## src/sip_pkg.sv

```systemverilog
// package: constants and carriers for interrupt controller and protection logic
package sip_pkg;

  localparam int unsigned MCLK_HZ         = 10_000_000;
  localparam int unsigned N_SRC           = 8;
  localparam int unsigned N_SEL           = 6;
  // source index order: ext0..ext3, watchdog, timer1, timer2, serial
  localparam int unsigned SRC_WDOG        = 4;
  localparam int unsigned SRC_TMR1        = 5;
  localparam int unsigned SRC_TMR2        = 6;
  localparam logic [2:0]  LEVEL_EDGE      = 3'h7;
  localparam logic [7:0]  SPURIOUS_VECTOR = 8'h18;
  localparam logic [7:0]  AUTOVEC_BASE    = 8'h18;
  localparam logic [7:0]  SERVICE_FIRST   = 8'h55;
  localparam logic [7:0]  SERVICE_SECOND  = 8'hAA;
  localparam logic [7:0]  WDOG_VECTOR_RST = 8'h0F;
  localparam logic [7:0]  PROT_CTRL_RST   = 8'h00;
  localparam logic [7:0]  CAUSE_POWER     = 8'h80;
  localparam logic [7:0]  CAUSE_WATCHDOG  = 8'h20;
  // protection control field positions
  localparam int unsigned PC_BME          = 7;
  localparam int unsigned PC_BMT_HI       = 6;
  localparam int unsigned PC_BMT_LO       = 5;
  localparam int unsigned PC_SWE          = 4;
  localparam int unsigned PC_WATCHDOG_RESET_OR_IRQ_SEL         = 3;
  localparam int unsigned PC_SWP          = 2;
  localparam int unsigned PC_SWT_HI       = 1;
  localparam int unsigned PC_SWT_LO       = 0;
  // bus monitor limits per timeout select, in clock cycles
  localparam logic [9:0]  BM_LIMIT_0      = 10'h3FF;
  localparam logic [9:0]  BM_LIMIT_1      = 10'h0FF;
  localparam logic [9:0]  BM_LIMIT_2      = 10'h03F;
  localparam logic [9:0]  BM_LIMIT_3      = 10'h00F;
  // watchdog period exponent: 2^(9 + 2*period + 4*prescale) cycles
  localparam int unsigned WD_EXP_BASE     = 9;
  localparam int unsigned WD_CNT_W        = 24;
  localparam int unsigned INTERNAL_CYCLES = 2;
  localparam logic [1:0]  INT_DONE_CNT    = 2'(INTERNAL_CYCLES - 1);
  // acknowledge address: all ones above, level in [4:2], zeros in [1:0]
  localparam logic [31:0] ACK_ADDR_BASE   = 32'hFFFFFFE0;

  typedef struct packed {
    logic [2:0] level;
    logic [1:0] prio;
    logic       autovec;
  } src_ctrl_s;

  typedef struct packed {
    logic       start;
    logic       external;
    logic       ack_cycle;
    logic [2:0] ack_level;
  } bus_cycle_s;

  typedef enum logic [1:0] {
    IDLE    = 2'b00,
    EXT_CYC = 2'b01,
    INT_CYC = 2'b11
  } bus_state_e;

endpackage
```

## src/sip_core.sv

```systemverilog
// interrupt controller, bus monitor, watchdog and select priority
// Notes on behaviour
// - overlapping selects: only highest-numbered asserts
// - slow external cycle raises transfer error
// - internal cycles end in two clocks
// - monitor enable bit and timeout select
// - protection control writable once after reset
// - timed-out acknowledge gets spurious vector 24
// - watchdog timeout: reset or level-7 interrupt
// - watchdog reset silent, cause recorded
// - watchdog vector from write-only register
// - prescale and period set watchdog timeout
// - service 0x55 then 0xAA, others allowed
// - eight sources: four pins, four internal
// - level and priority per source control
// - present highest unmasked pending level
// - timers autovector; watchdog level 7 always
// - level 7 edge detected, others level
// - drive serviced level on address 4:2
// - autovector external: internal zero-wait termination
// - internal vectored source: internal acknowledge
// - status bits clear by writing one; watchdog reset clears power bit
// - acknowledge read: ones, level, zeros
`timescale 1ns/1ps
module sip_core (
  input  wire logic                    mclk,
  input  wire logic                    rst_n,
  input  wire logic [3:0]              irq_pin_n,
  input  wire logic [2:0]              int_req,
  input  sip_pkg::src_ctrl_s [7:0]     src_ctrl,
  input  wire logic [7:0]              irq_mask,
  input  wire logic [7:0]              periph_vector,
  input  wire logic [5:0]              select_match,
  input  sip_pkg::bus_cycle_s          cycle,
  input  wire logic                    ext_term,
  input  wire logic [7:0]              ext_vector,
  input  wire logic                    prot_ctrl_we,
  input  wire logic [7:0]              prot_ctrl_wdata,
  input  wire logic                    wdog_vector_we,
  input  wire logic                    wdog_service_we,
  input  wire logic [7:0]              wr_data,
  input  wire logic                    cause_clear_we,
  output logic [2:0]                   irq_level,
  output logic [7:0]                   irq_pending,
  output logic [5:0]                   select_out,
  output logic [31:0]                  ack_addr,
  output logic                         cycle_done,
  output logic                         transfer_error,
  output logic                         vector_valid,
  output logic [7:0]                   vector_out,
  output logic [7:0]                   prot_ctrl,
  output logic [7:0]                   reset_cause,
  output logic                         internal_reset
);

  function automatic logic [2:0] src_level(input sip_pkg::src_ctrl_s c, input int unsigned i);
    src_level = (i == sip_pkg::SRC_WDOG) ? sip_pkg::LEVEL_EDGE : c.level;
  endfunction

  function automatic logic src_autovector_select(input sip_pkg::src_ctrl_s c, input int unsigned i);
    if (i == sip_pkg::SRC_TMR1 || i == sip_pkg::SRC_TMR2)
      src_autovector_select = 1'b1;
    else if (i == sip_pkg::SRC_WDOG)
      src_autovector_select = 1'b0;
    else
      src_autovector_select = c.autovec;
  endfunction

  // three-stage sync on pins; a change counts once stages two and three agree
  logic [3:0] pin_s1;
  logic [3:0] pin_s2;
  logic [3:0] pin_s3;
  logic [3:0] pin_req;
  logic [7:0] src_raw;
  logic [7:0] src_prev;
  logic       wdog_irq;
  logic [7:0] edge_latch;

  always_ff @(posedge mclk) begin
    pin_s1 <= ~irq_pin_n;
    pin_s2 <= pin_s1;
    pin_s3 <= pin_s2;
  end

  always_ff @(posedge mclk) begin
    if (!rst_n)
      pin_req <= 4'h0;
    else
      pin_req <= (pin_s2 == pin_s3) ? pin_s3 : pin_req;
  end

  assign src_raw = {int_req[2], int_req[1:0], wdog_irq, pin_req};

  // state of the bus cycle: idle, external or internal
  sip_pkg::bus_state_e state;
  sip_pkg::bus_state_e next_state;
  logic [2:0]          ack_lvl;
  logic                ack_cyc;
  logic [2:0]          win_idx;
  logic                win_valid;
  logic                ack_take;
  logic [9:0]          bm_count;
  logic [9:0]          bm_limit;
  logic                bm_timeout;
  logic [1:0]          int_count;

  // level 7 sources latched on rising edge, cleared at acknowledge
  always_ff @(posedge mclk) begin
    if (!rst_n) begin
      src_prev   <= 8'h00;
      edge_latch <= 8'h00;
    end else begin
      src_prev <= src_raw;
      for (int i = 0; i < 8; i++) begin
        if (src_raw[i] && !src_prev[i])
          edge_latch[i] <= 1'b1;
        else if (ack_take && win_idx == 3'(i))
          edge_latch[i] <= 1'b0;
      end
    end
  end

  logic [7:0] pend;
  always_comb begin
    for (int i = 0; i < 8; i++)
      pend[i] = (src_level(src_ctrl[i], i) == sip_pkg::LEVEL_EDGE) ? edge_latch[i]
                : (src_raw[i] && src_level(src_ctrl[i], i) != 3'h0);
  end

  // pick highest level, then priority field among unmasked
  logic [4:0] best_key;
  always_comb begin
    best_key  = 5'h00;
    win_idx   = 3'h0;
    win_valid = 1'b0;
    for (int i = 0; i < 8; i++) begin
      if (pend[i] && !irq_mask[i] &&
          (!win_valid || {src_level(src_ctrl[i], i), src_ctrl[i].prio} > best_key)) begin
        best_key  = {src_level(src_ctrl[i], i), src_ctrl[i].prio};
        win_idx   = 3'(i);
        win_valid = 1'b1;
      end
    end
  end

  // requests are sampled at acknowledge start; a vanished one goes spurious
  assign ack_take = state == sip_pkg::IDLE && cycle.start && cycle.ack_cycle;

  always_ff @(posedge mclk) begin
    if (!rst_n) begin
      irq_level   <= 3'h0;
      irq_pending <= 8'h00;
    end else begin
      irq_level   <= win_valid ? best_key[4:2] : 3'h0;
      irq_pending <= pend;
    end
  end

  logic [5:0] sel_pick;
  always_comb begin
    sel_pick = 6'h00;
    for (int i = 0; i < sip_pkg::N_SEL; i++)
      if (select_match[i])
        sel_pick = 6'h01 << i;
  end

  always_ff @(posedge mclk) begin
    if (!rst_n)
      select_out <= 6'h00;
    else
      select_out <= sel_pick;
  end

  // acknowledge source attributes, captured at acknowledge start
  logic [2:0] ack_src;
  logic       ack_hit;
  logic       ack_autovector_select;
  logic       ack_ext;

  // limit from timeout select; restart per external cycle
  assign bm_limit = (prot_ctrl[sip_pkg::PC_BMT_HI:sip_pkg::PC_BMT_LO] == 2'h0) ? sip_pkg::BM_LIMIT_0 :
                    (prot_ctrl[sip_pkg::PC_BMT_HI:sip_pkg::PC_BMT_LO] == 2'h1) ? sip_pkg::BM_LIMIT_1 :
                    (prot_ctrl[sip_pkg::PC_BMT_HI:sip_pkg::PC_BMT_LO] == 2'h2) ? sip_pkg::BM_LIMIT_2 :
                    sip_pkg::BM_LIMIT_3;
  assign bm_timeout = state == sip_pkg::EXT_CYC && prot_ctrl[sip_pkg::PC_BME] &&
                      !ext_term && bm_count >= bm_limit;

  logic int_end;
  logic ext_end;
  // internal cycle lasts exactly two clocks
  assign int_end = state == sip_pkg::INT_CYC && int_count == sip_pkg::INT_DONE_CNT;
  assign ext_end = state == sip_pkg::EXT_CYC && (ext_term || bm_timeout);

  always_comb begin
    next_state = state;
    unique case (state)
      sip_pkg::IDLE:
        if (cycle.start)
          next_state = (cycle.ack_cycle ? (ack_take && win_valid &&
                        !src_autovector_select(src_ctrl[win_idx], win_idx) && win_idx < 3'h4)
                        : cycle.external) ? sip_pkg::EXT_CYC : sip_pkg::INT_CYC;
      sip_pkg::EXT_CYC:
        if (ext_end)
          next_state = sip_pkg::IDLE;
      sip_pkg::INT_CYC:
        if (int_end)
          next_state = sip_pkg::IDLE;
      default:
        next_state = sip_pkg::IDLE;
    endcase
  end

  always_ff @(posedge mclk) begin
    if (!rst_n) begin
      state     <= sip_pkg::IDLE;
      bm_count  <= 10'h000;
      int_count <= 2'h0;
      ack_cyc   <= 1'b0;
      ack_lvl   <= 3'h0;
      ack_src   <= 3'h0;
      ack_hit   <= 1'b0;
      ack_autovector_select  <= 1'b0;
      ack_ext   <= 1'b0;
    end else begin
      state     <= next_state;
      bm_count  <= (state == sip_pkg::EXT_CYC) ? bm_count + 10'h001 : 10'h000;
      int_count <= (state == sip_pkg::INT_CYC) ? int_count + 2'h1 : 2'h0;
      if (state == sip_pkg::IDLE && cycle.start) begin
        ack_cyc  <= cycle.ack_cycle;
        ack_lvl  <= cycle.ack_level;
        ack_src  <= win_idx;
        ack_hit  <= win_valid && best_key[4:2] == cycle.ack_level;
        ack_autovector_select <= src_autovector_select(src_ctrl[win_idx], win_idx);
        ack_ext  <= win_idx < 3'h4;
      end
    end
  end

  // autovector: base 24 plus acknowledged level
  logic [7:0] auto_vec;
  assign auto_vec = sip_pkg::AUTOVEC_BASE + {5'h00, ack_lvl};

  logic [7:0] wdog_vector;
  logic [7:0] next_vector;
  assign next_vector = (!ack_hit || bm_timeout) ? sip_pkg::SPURIOUS_VECTOR :
                       ack_autovector_select ? auto_vec :
                       ack_src == 3'(sip_pkg::SRC_WDOG) ? wdog_vector :
                       ack_ext ? ext_vector : periph_vector;

  always_ff @(posedge mclk) begin
    if (!rst_n) begin
      ack_addr       <= 32'h00000000;
      cycle_done     <= 1'b0;
      transfer_error <= 1'b0;
      vector_valid   <= 1'b0;
      vector_out     <= 8'h00;
    end else begin
      ack_addr       <= ack_take ? (sip_pkg::ACK_ADDR_BASE | {27'h0, cycle.ack_level, 2'h0})
                        : ack_addr;
      cycle_done     <= int_end || ext_end;
      // transfer error on monitor timeout, not for acknowledge
      transfer_error <= bm_timeout && !ack_cyc;
      vector_valid   <= ack_cyc && (int_end || ext_end);
      vector_out     <= (ack_cyc && (int_end || ext_end)) ? next_vector : vector_out;
    end
  end

  // protection control accepts first write only
  logic prot_locked;
  always_ff @(posedge mclk) begin
    if (!rst_n) begin
      prot_ctrl   <= sip_pkg::PROT_CTRL_RST;
      prot_locked <= 1'b0;
      wdog_vector <= sip_pkg::WDOG_VECTOR_RST;
    end else begin
      if (prot_ctrl_we && !prot_locked) begin
        prot_ctrl   <= prot_ctrl_wdata;
        prot_locked <= 1'b1;
      end
      if (wdog_vector_we)
        wdog_vector <= wr_data;
    end
  end

  // period from prescale and period field
  localparam int unsigned WD_W = sip_pkg::WD_CNT_W;
  logic [4:0]            wd_exp;
  logic [WD_W-1:0]       wd_count;
  logic                  wd_armed;
  logic                  wd_expire;
  assign wd_exp = 5'(sip_pkg::WD_EXP_BASE) +
                  {2'h0, prot_ctrl[sip_pkg::PC_SWT_HI:sip_pkg::PC_SWT_LO], 1'b0} +
                  {2'h0, prot_ctrl[sip_pkg::PC_SWP], 2'h0};
  assign wd_expire = prot_ctrl[sip_pkg::PC_SWE] && wd_count[wd_exp];

  // first step arms; second restarts; others leave sequence intact
  logic service_done;
  assign service_done = wdog_service_we && wr_data == sip_pkg::SERVICE_SECOND && wd_armed;

  // expiry raises reset or level-7 request
  always_ff @(posedge mclk) begin
    if (!rst_n) begin
      wd_count       <= '0;
      wd_armed       <= 1'b0;
      wdog_irq       <= 1'b0;
      internal_reset <= 1'b0;
    end else begin
      if (service_done || !prot_ctrl[sip_pkg::PC_SWE] || wd_expire)
        wd_count <= '0;
      else
        wd_count <= wd_count + 1'b1;
      if (wdog_service_we && wr_data == sip_pkg::SERVICE_FIRST)
        wd_armed <= 1'b1;
      else if (service_done)
        wd_armed <= 1'b0;
      wdog_irq       <= wd_expire ? !prot_ctrl[sip_pkg::PC_WATCHDOG_RESET_OR_IRQ_SEL] : wdog_irq;
      // internal pulse only, no external indication
      internal_reset <= wd_expire && prot_ctrl[sip_pkg::PC_WATCHDOG_RESET_OR_IRQ_SEL];
    end
  end

  // cause kept across watchdog reset; write one clears, set wins
  logic wd_reset_seen;
  always_ff @(posedge mclk) begin
    if (!rst_n) begin
      reset_cause   <= sip_pkg::CAUSE_POWER;
      wd_reset_seen <= 1'b0;
    end else begin
      wd_reset_seen <= internal_reset;
      if (wd_reset_seen)
        reset_cause <= sip_pkg::CAUSE_WATCHDOG;
      else if (cause_clear_we)
        reset_cause <= reset_cause & ~wr_data;
    end
  end

endmodule

```

## config.mk

```make
export PLATFORM = sky130hd
export DESIGN_NAME = sip_core
export DESIGN_NICKNAME = d
export VERILOG_FILES = /design/src/sip_pkg.sv /design/src/sip_core.sv
export SDC_FILE = /design/constraint.sdc
export NUM_CORES = 1
export LEC_CHECK = 0
export ABC_AREA = 1
export ABC_CLOCK_PERIOD_IN_PS = 9700
export BUFFER_PORTS_ARGS = -buffer_cell sky130_fd_sc_hd__buf_2
export CELL_PAD_IN_SITES_DETAIL_PLACEMENT = 0
export CELL_PAD_IN_SITES_GLOBAL_PLACEMENT = 1
export CORE_MARGIN = 4
export CORE_UTILIZATION = 24
export DETAILED_ROUTE_END_ITERATION = 8
export PLACE_DENSITY = 0.61
export SLEW_MARGIN = 20
export SYNTH_ARGS = -nofsm -noshare
export SYNTH_HDL_FRONTEND = slang
export SYNTH_SLANG_ARGS = --single-unit
export TNS_END_PERCENT = 50
```

## constraint.sdc

```tcl
create_clock -name mclk -period 9.7 [get_ports mclk]
set_input_delay 0.485 -clock mclk [delete_from_list [all_inputs] [get_ports mclk]]
set_output_delay 0.485 -clock mclk [all_outputs]
set_load 0.02 [all_outputs]
```

==> metrics.txt, run 1 <==
# TYPE chip_impl_metric gauge
chip_impl_metric{name="yosys_warnings",unit=""} 0
chip_impl_metric{name="layout-area-overhead-vs-synth",unit="%"} 34.39
chip_impl_metric{name="setup-violations-final",unit=""} 0
chip_impl_metric{name="clock_path_buffers",unit=""} 2
chip_impl_info{name="synth.most_common_cell",value="nand2_1"} 1
chip_impl_metric{name="finalWorstSetupSlack",unit="ps"} 824.9
chip_impl_metric{name="vias",unit=""} 7049
chip_impl_info{name="outcome",value="complete, no violations"} 1
chip_impl_metric{name="tritoncts_num_sinks",unit=""} 141
chip_impl_metric{name="worst_setup_slack_for_register_to_register_paths",unit="ps"} 820
chip_impl_metric{name="worst_skew_pair.late_latency",unit="ps"} 420
chip_impl_metric{name="cp_slowest_stage_delay",unit="ps"} 320
chip_impl_metric{name="n_fill_cell",unit=""} 3276
chip_impl_metric{name="dpl_worst_slack",unit="ps"} -165.1
chip_impl_metric{name="hpwlAfterDp",unit="um"} 16320
chip_impl_metric{name="synth_cell_type_count",unit=""} 49
chip_impl_metric{name="design.portCount",unit=""} 191
chip_impl_metric{name="clk_pin_slew",unit="ps"} 60
chip_impl_metric{name="reg2reg_depth",unit=""} 77
chip_impl_info{name="worst_hold_startpoint",value="irq_pin_n[3]"} 1
chip_impl_metric{name="report.final.hold_viol_count",unit=""} 0
chip_impl_metric{name="yosysTopAreaCellShare",unit=""} 0.3841
chip_impl_metric{name="antenna_cells",unit=""} 0
chip_impl_metric{name="sequential_fraction_of_the_synthesis_area",unit=""} 0.3841
chip_impl_metric{name="synth_enable_flop_cells",unit=""} 0
chip_impl_metric{name="crit_arrival",unit="ps"} 9160
chip_impl_info{name="top_register",value="wd_count"} 1
chip_impl_metric{name="dieArea",unit="um2"} 33480
chip_impl_metric{name="count_of_state_elements_after_synthesis",unit=""} 141
chip_impl_metric{name="final_util",unit=""} 0.3297
chip_impl_metric{name="async_reset_ff_frac",unit=""} 0
chip_impl_metric{name="grt_pass1_vias",unit=""} 6681
chip_impl_metric{name="drt_drc_violations_left",unit=""} 0
chip_impl_metric{name="rows",unit=""} 63
chip_impl_info{name="worst_r2r_startpoint",value="edge_latch[0]"} 1
chip_impl_metric{name="die-height",unit="um"} 183.0
chip_impl_info{name="worst_setup_path_end_kind",value="flip-flop"} 1
chip_impl_metric{name="final_area",unit="um2"} 9876
chip_impl_info{name="critical-path-slowest-cell",value="dfxtp_2"} 1
chip_impl_metric{name="die-width",unit="um"} 183.0
chip_impl_metric{name="fin_tns_setup",unit="ps"} 0
chip_impl_metric{name="fin_nets",unit=""} 1403
chip_impl_info{name="cp_common_cell",value="nand2_1"} 1
chip_impl_metric{name="grt_start_max_net_pins",unit=""} 60
chip_impl_metric{name="worstPathMaxFanout",unit=""} 8
chip_impl_metric{name="post_route_clock_period_utilization",unit=""} 0.9150
chip_impl_info{name="largest_registers",value="wd_count: 24 flops, bm_count: 10 flops"} 1
chip_impl_metric{name="total_core_area",unit="um2"} 29950
chip_impl_metric{name="worst_ep_required_time",unit="ps"} 9980
chip_impl_metric{name="power_density",unit="nW/um2"} 163.1
chip_impl_metric{name="grt_first_pass_wirelength",unit="um"} 33710
chip_impl_metric{name="route.detailed.vias_per_inst",unit=""} 4.267
chip_impl_metric{name="timing_max_transition_violations_final",unit=""} 0
chip_impl_metric{name="total_wire_length_after_detailed_routing",unit="um"} 21280
chip_impl_metric{name="mappedNetlistArea",unit="um2"} 7348
chip_impl_metric{name="final_layout_size_suffix_gt1_frac",unit=""} 0.2979
chip_impl_info{name="ys_top_cells_by_area",value="dfxtp_1 38%, nand2_1 9.3%, inv_1 7.3%"} 1
chip_impl_metric{name="maxSlewHeadroom",unit=""} 0.4918
chip_impl_metric{name="cts.htree.levels",unit=""} 4
chip_impl_info{name="netlist_top_cells_count",value="183 x nand2_1, 143 x inv_1, 141 x dfxtp_1"} 1
chip_impl_metric{name="cts_made_buffers",unit=""} 17
chip_impl_metric{name="grt_overflow_total",unit=""} 0
chip_impl_info{name="netlist.top_cell.by_area",value="dfxtp_1"} 1
chip_impl_metric{name="avgRoutedWirePerCell",unit="um"} 12.88
chip_impl_metric{name="finalWeightedCongestion",unit=""} 0.7737
chip_impl_metric{name="max_cap_violations",unit=""} 0
chip_impl_metric{name="synthCells",unit=""} 1020
chip_impl_info{name="holdCritPathClass",value="primary input to flip-flop"} 1
chip_impl_info{name="worstSetupStartpointType",value="flip-flop"} 1
chip_impl_info{name="hold_path_sink",value="pin_s1[3]"} 1
chip_impl_metric{name="dr.first_iter.drc_count",unit=""} 300
chip_impl_info{name="worstReg2RegEnd",value="state[1]"} 1
chip_impl_metric{name="clock_skew",unit="ps"} 12.55
chip_impl_info{name="ys.flop_type",value="dfxtp_1"} 1
chip_impl_metric{name="postSynthAreaPerCell",unit="um2"} 7.204
chip_impl_metric{name="initial_standard_cell_utilization_of_the_core",unit=""} 0.2453
chip_impl_info{name="critPathKind",value="flip-flop to flip-flop"} 1
chip_impl_metric{name="power.static_leakage",unit="nW"} 4.736
chip_impl_metric{name="global_route.usage.total",unit=""} 0.1225
chip_impl_metric{name="ctsHoldBuffers",unit=""} 0
chip_impl_metric{name="drt_first_pass_iters",unit=""} 6
chip_impl_info{name="cts_root_buffer",value="clkbuf_16"} 1
chip_impl_metric{name="final_period_minus_worst_setup_slack",unit="ps"} 8875
chip_impl_info{name="cts_tree",value="built"} 1
chip_impl_metric{name="irDropWorstVdd",unit="mV"} 0.1087
chip_impl_metric{name="fmaxAchievable",unit="MHz"} 112.7
chip_impl_metric{name="antenna_violations_before_repair",unit=""} 0
chip_impl_metric{name="timing.hold.worst_path_depth",unit=""} 2
chip_impl_metric{name="timing_worst_slew_pin_value",unit="ps"} 760.1
chip_impl_metric{name="place_area",unit="um2"} 8907
chip_impl_metric{name="place.port_buffers",unit=""} 182
chip_impl_metric{name="antenna_left",unit=""} 0
chip_impl_metric{name="largest_register_ff_count",unit=""} 24
-- worst max-delay path by stage --
stage / from / to / slack [ps] / cells after the start
after floorplan: src_ctrl[5] / state[1] / 590 / 80
after global placement: src_ctrl[5] / state[1] / -50 / 76
after detailed placement: src_ctrl[4] / state[1] / -170 / 76
after CTS: edge_latch[0] / state[1] / 50 / 75
after global routing: edge_latch[0] / state[1] / -40 / 78
final: edge_latch[0] / state[1] / 820 / 77
-- cell usage in the layout (no fill, tap or decap), types with 4 or more instances in the layout --
cell / n
clkbuf_16: 17
o21a_1: 6
nand4_1: 17
nor2_1: 112
xor2_1: 5
nand2_4: 10
nor2_2: 8
a211oi_1: 4
buf_2: 182
o21ai_1: 12
o211ai_1: 5
nand3b_1: 4
a21oi_2: 6
nor4_1: 7
nor3_1: 18
o21ai_2: 7
nand2_2: 19
dfxtp_1: 139
or2_2: 5
ha_1: 34
inv_1: 141
inv_6: 5
nand3_2: 12
o21ai_0: 65
inv_8: 4
o22ai_1: 10
mux2i_1: 4
clkinv_8: 4
nand3_1: 45
a21oi_1: 63
ha_4: 6
nand2_1: 170
buf_4: 73
-- kinds of logic after synthesis --
| group | count (synthesis) | synth area share |
|---|---|---|
| buffers and inverters | 196 | 0.1187 |
| multiplexers | 5 | 0.006981 |
| AND/OR/NAND/NOR | 437 | 0.2663 |
| other | 1 | 0.0005103 |
| flip-flops | 141 | 0.3841 |
| AO/OA/AOI/OAI | 194 | 0.1481 |
| XOR/XNOR | 6 | 0.007151 |
| adder cells (fa/ha/maj) | 40 | 0.06811 |
-- power breakdown --
part | internal, mW | total (mW) | switching, mW
combinational | 0.130 | 0.312 | 0.182
sequential | 0.603 | 0.620 | 0.0172
clock | 0.373 | 0.679 | 0.306
total | 1.11 | 1.61 | 0.505
-- worst max-delay path: cells and delay by family (launching register included) --
| kind | cells | cell delay [ps] |
|---|---|---|
| AND/OR/NAND/NOR | 50 | 4500 |
| adder cells (fa/ha/maj) | 7 | 1890 |
| AO/OA/AOI/OAI | 12 | 1330 |
| buffers and inverters | 8 | 690 |
| flip-flops | 1 | 320 |
-- metrics by stage --
stage / total power [mW] / std cells / hold WS [ps]
3_5_place_dp: 0.9187 / 1607 / 315.4
2_1_floorplan: 0.8113 / 1021 / 309.6
4_1_cts: 1.609 / 1639 / 185.9
5_1_grt: 1.705 / 1652 / 194.5
3_3_place_gp: 0.9168 / 1607 / 313.0
6_report: 1.611 / 1652 / 211.5
-- what timing repair did --
item,in CTS,in global routing
endpoints found under the setup margin,0,18
gates resized for setup,0,76
setup buffers,0,11
-- routing by layer --
layer,global-route usage,routed length (um)
met3,0.02400,902
met1,0.1656,10350
met4,0.02861,180
met5,0,0
met2,0.2025,9845
-- layout make-up --
class                      instances  area, um2  area share
inverter                         146      548.0     0.05549
sequential                       141       2825      0.2861
multi-input combinational        686       3916      0.3966
clock buffer                      17      425.4     0.04308
timing repair buffer             257       1481      0.1500
clock inverter                    15      191.4     0.01938
tap                              390      488.0     0.04941
Power figures use the tool's default switching activity.
==> run 2, diff against run 1 <==
--- a/config.mk
+++ b/config.mk
@@ -11,9 +11,9 @@
 export CELL_PAD_IN_SITES_DETAIL_PLACEMENT = 0
 export CELL_PAD_IN_SITES_GLOBAL_PLACEMENT = 1
 export CORE_MARGIN = 4
-export CORE_UTILIZATION = 24
+export CORE_UTILIZATION = 34
 export DETAILED_ROUTE_END_ITERATION = 8
-export PLACE_DENSITY = 0.61
+export PLACE_DENSITY = 0.8
 export SLEW_MARGIN = 20
 export SYNTH_ARGS = -nofsm -noshare
 export SYNTH_HDL_FRONTEND = slang
==> run 2 against run 1 <==
  * Cell count shrank 9.0%
  * Clock skew barely moved
  * Sequential share of layout area rose by 1.5 points
  * Count of clock-buffer cells in the layout increased by 2
  * Sequential cell count unchanged
  * Largest power group unchanged
  * Largest cell class unchanged
  * Register-to-register slack about the same
  * Critical endpoint unchanged
  * Via count decreased by 1.2%
  * First-iteration DRC count shrank 20%
  * Power down 2.2%
  * Global-route usage rose by 2.9 points
  * Core utilization rose by 11 points
==> metrics.txt, run 2 (synthesis results as in run 1) <==
# TYPE chip_impl_metric gauge
chip_impl_info{name="outcome",value="complete, no violations"} 1
chip_impl_metric{name="hpwlAfterDp",unit="um"} 14250
chip_impl_metric{name="total_core_area",unit="um2"} 21150
chip_impl_metric{name="worst_ep_required_time",unit="ps"} 9970
chip_impl_metric{name="report.final.hold_viol_count",unit=""} 0
chip_impl_info{name="worst_r2r_startpoint",value="edge_latch[0]"} 1
chip_impl_metric{name="critical_path.n_buffers_inverters",unit=""} 8
chip_impl_info{name="cts_root_buffer",value="clkbuf_16"} 1
chip_impl_info{name="worstSetupStartpoint",value="edge_latch[0]"} 1
chip_impl_metric{name="timing_max_transition_violations_final",unit=""} 0
chip_impl_info{name="critPathKind",value="flip-flop to flip-flop"} 1
chip_impl_metric{name="cts.htree.levels",unit=""} 4
chip_impl_metric{name="final_layout_size_suffix_gt1_frac",unit=""} 0.2671
chip_impl_metric{name="dieArea",unit="um2"} 24030
chip_impl_metric{name="post_route_clock_period_utilization",unit=""} 0.9135
chip_impl_info{name="worstSetupStartpointType",value="flip-flop"} 1
chip_impl_metric{name="place.port_buffers",unit=""} 182
chip_impl_metric{name="total_wire_length_after_detailed_routing",unit="um"} 18690
chip_impl_metric{name="cts_made_buffers",unit=""} 17
chip_impl_metric{name="route.detailed.vias_per_inst",unit=""} 4.628
chip_impl_metric{name="totalPowerFinal",unit="mW"} 1.575
chip_impl_metric{name="initial_standard_cell_utilization_of_the_core",unit=""} 0.3474
chip_impl_metric{name="power_share_of_the_combinational_group",unit=""} 0.181
chip_impl_metric{name="design.portCount",unit=""} 191
chip_impl_metric{name="reg2reg_depth",unit=""} 78
chip_impl_info{name="cts_tree",value="built"} 1
chip_impl_info{name="mostFrequentLayoutCells",value="182 x buf_2, 170 x nand2_1, 141 x dfxtp_1, 140 x inv_1, 115 x nor2_1"} 1
chip_impl_info{name="worst_setup_path_end_kind",value="flip-flop"} 1
chip_impl_metric{name="antenna_violations_before_repair",unit=""} 2
chip_impl_metric{name="power_report.internal_total",unit="mW"} 1.117
chip_impl_metric{name="fmaxAchievable",unit="MHz"} 112.9
chip_impl_metric{name="max_cap_violations",unit=""} 0
chip_impl_metric{name="met3WireLength",unit="um"} 993
chip_impl_metric{name="layout-area-overhead-vs-synth",unit="%"} 27.63
chip_impl_metric{name="seq_power_share",unit=""} 0.394
chip_impl_info{name="cp_common_cell",value="nand2_1"} 1
chip_impl_metric{name="antenna_left",unit=""} 0
chip_impl_info{name="top_register",value="wd_count"} 1
chip_impl_metric{name="clock_path_buffers",unit=""} 2
chip_impl_metric{name="drt_drc_violations_left",unit=""} 0
chip_impl_info{name="hold_path_sink",value="pin_s1[2]"} 1
chip_impl_metric{name="vias",unit=""} 6961
chip_impl_metric{name="irDropWorstVdd",unit="mV"} 0.1134
chip_impl_metric{name="seq_area",unit="um2"} 2823
chip_impl_metric{name="clock_skew",unit="ps"} 12.76
chip_impl_metric{name="finalWeightedCongestion",unit=""} 0.7984
chip_impl_metric{name="final_area",unit="um2"} 9379
chip_impl_metric{name="n_fill_cell",unit=""} 2182
chip_impl_metric{name="timing_worst_slew_pin_value",unit="ps"} 700.3
chip_impl_metric{name="largest_register_ff_count",unit=""} 24
chip_impl_metric{name="place_area",unit="um2"} 8553
chip_impl_info{name="critical-path-slowest-cell",value="dfxtp_1"} 1
chip_impl_metric{name="fin_tns_setup",unit="ps"} 0
chip_impl_metric{name="clk_pin_slew",unit="ps"} 60
chip_impl_metric{name="final_period_minus_worst_setup_slack",unit="ps"} 8861
chip_impl_metric{name="die-height",unit="um"} 155.0
chip_impl_metric{name="avgRoutedWirePerCell",unit="um"} 12.42
chip_impl_metric{name="fin_nets",unit=""} 1369
chip_impl_metric{name="rows",unit=""} 53
chip_impl_metric{name="worst_skew_pair.late_latency",unit="ps"} 420
chip_impl_metric{name="dr.first_iter.drc_count",unit=""} 241
chip_impl_metric{name="tritoncts_num_sinks",unit=""} 141
chip_impl_info{name="holdCritPathClass",value="primary input to flip-flop"} 1
chip_impl_info{name="largest_registers",value="wd_count: 24 flops, bm_count: 10 flops"} 1
chip_impl_metric{name="setup-violations-final",unit=""} 0
chip_impl_metric{name="multiInputGateArea",unit="um2"} 3835
chip_impl_metric{name="die-width",unit="um"} 155.0
chip_impl_metric{name="clock_power_share",unit=""} 0.426
chip_impl_metric{name="power.static_leakage",unit="nW"} 4.549
chip_impl_metric{name="crit_arrival",unit="ps"} 9130
chip_impl_metric{name="grt_overflow_total",unit=""} 0
chip_impl_metric{name="met1Wirelength",unit="um"} 8910
chip_impl_metric{name="maxSlewHeadroom",unit=""} 0.5318
chip_impl_info{name="final_common_cell",value="buf_2"} 1
chip_impl_metric{name="switch_share",unit=""} 0.2910
chip_impl_metric{name="hold-worst-slack",unit="ps"} 203.6
chip_impl_metric{name="global_route.usage.total",unit=""} 0.1520
chip_impl_info{name="worstReg2RegEnd",value="state[1]"} 1
chip_impl_metric{name="drt_first_pass_iters",unit=""} 4
chip_impl_metric{name="grt_first_pass_wirelength",unit="um"} 30100
chip_impl_metric{name="timing.hold.worst_path_depth",unit=""} 2
chip_impl_metric{name="switching_power",unit="uW"} 458.4
chip_impl_metric{name="cp_slowest_stage_delay",unit="ps"} 320
chip_impl_info{name="rsz0062_at_grt",value="false"} 1
chip_impl_metric{name="worstPathMaxFanout",unit=""} 9
chip_impl_metric{name="routed-wl-met2",unit="um"} 8462
chip_impl_info{name="cp_top_family",value="simple AND/OR/NAND/NOR gates"} 1
chip_impl_info{name="worst_hold_startpoint",value="irq_pin_n[2]"} 1
chip_impl_metric{name="power_density",unit="nW/um2"} 167.9
chip_impl_info{name="routed.top_layer",value="met5"} 1
chip_impl_metric{name="ctsHoldBuffers",unit=""} 0
chip_impl_metric{name="worst_setup_slack_for_register_to_register_paths",unit="ps"} 840
chip_impl_metric{name="grt_start_max_net_pins",unit=""} 60
chip_impl_metric{name="grt_pass1_vias",unit=""} 6498
run 2: cell types whose count changed in the layout (fill, tap and decap cells not counted), moves of 3 or more:
cell      before  now
nor2_2         8    5
ha_4           6    3
buf_4         73   41
nand3_1       45   48
ha_1          34   37
clkinv_8       4    0
nand3_2       12    9
nor2_1       112  115
a21oi_1       63   66
a21oi_2        6    3
clkinv_4       0    3
run 2: cell type report:
cell class                      count  area share
Multi-Input combinational cell    686      0.4089
Antenna cell                        1   0.0002668
Clock inverter                     13     0.01654
Tap cell                          275     0.03669
Clock buffer                       19     0.04829
Timing Repair Buffer              223      0.1299
Sequential cell                   141      0.3010
Inverter                          146     0.05843
run 2: worst max-delay path by stage:
stage	to	slack (ps)	depth (start not counted)
floorplan	state[1]	590	80
global placement	state[1]	60	75
detailed placement	state[1]	-100	76
CTS	state[1]	140	75
global route	ack_hit	4	77
finish	state[1]	840	78
run 2: per-layer routing:
metal  vias up  GRT usage
met3        22    0.03533
met5         -          0
met2       150     0.2464
met4         2    0.05004
li1       3713          -
met1      3074     0.1999
run 2: repair_timing:
| item | CTS | global route |
|---|---|---|
| endpoints found under the setup margin | 0 | 18 |
| buffers inserted | 0 | 5 |
| resized for setup | 0 | 61 |
run 2: per-stage QoR:
step                      cells  setup slack [ps]  utilization
final                      1504             839.4       0.4434
after global routing       1504             4.386       0.4434
after CTS                  1496             139.3       0.4331
after detailed placement   1464            -99.73       0.4043
after global placement     1464             61.50       0.4043
after floorplan            1021             587.7            -
run 2: power by group through the flow:
stage               Sequential, mW  Combinational [mW]  Clock (mW)
floorplan                    0.638               0.173           0
global placement             0.633               0.267           0
detailed placement           0.633               0.268           0
CTS                          0.620               0.270       0.691
global route                 0.623               0.322       0.714
finish                       0.620               0.285       0.671
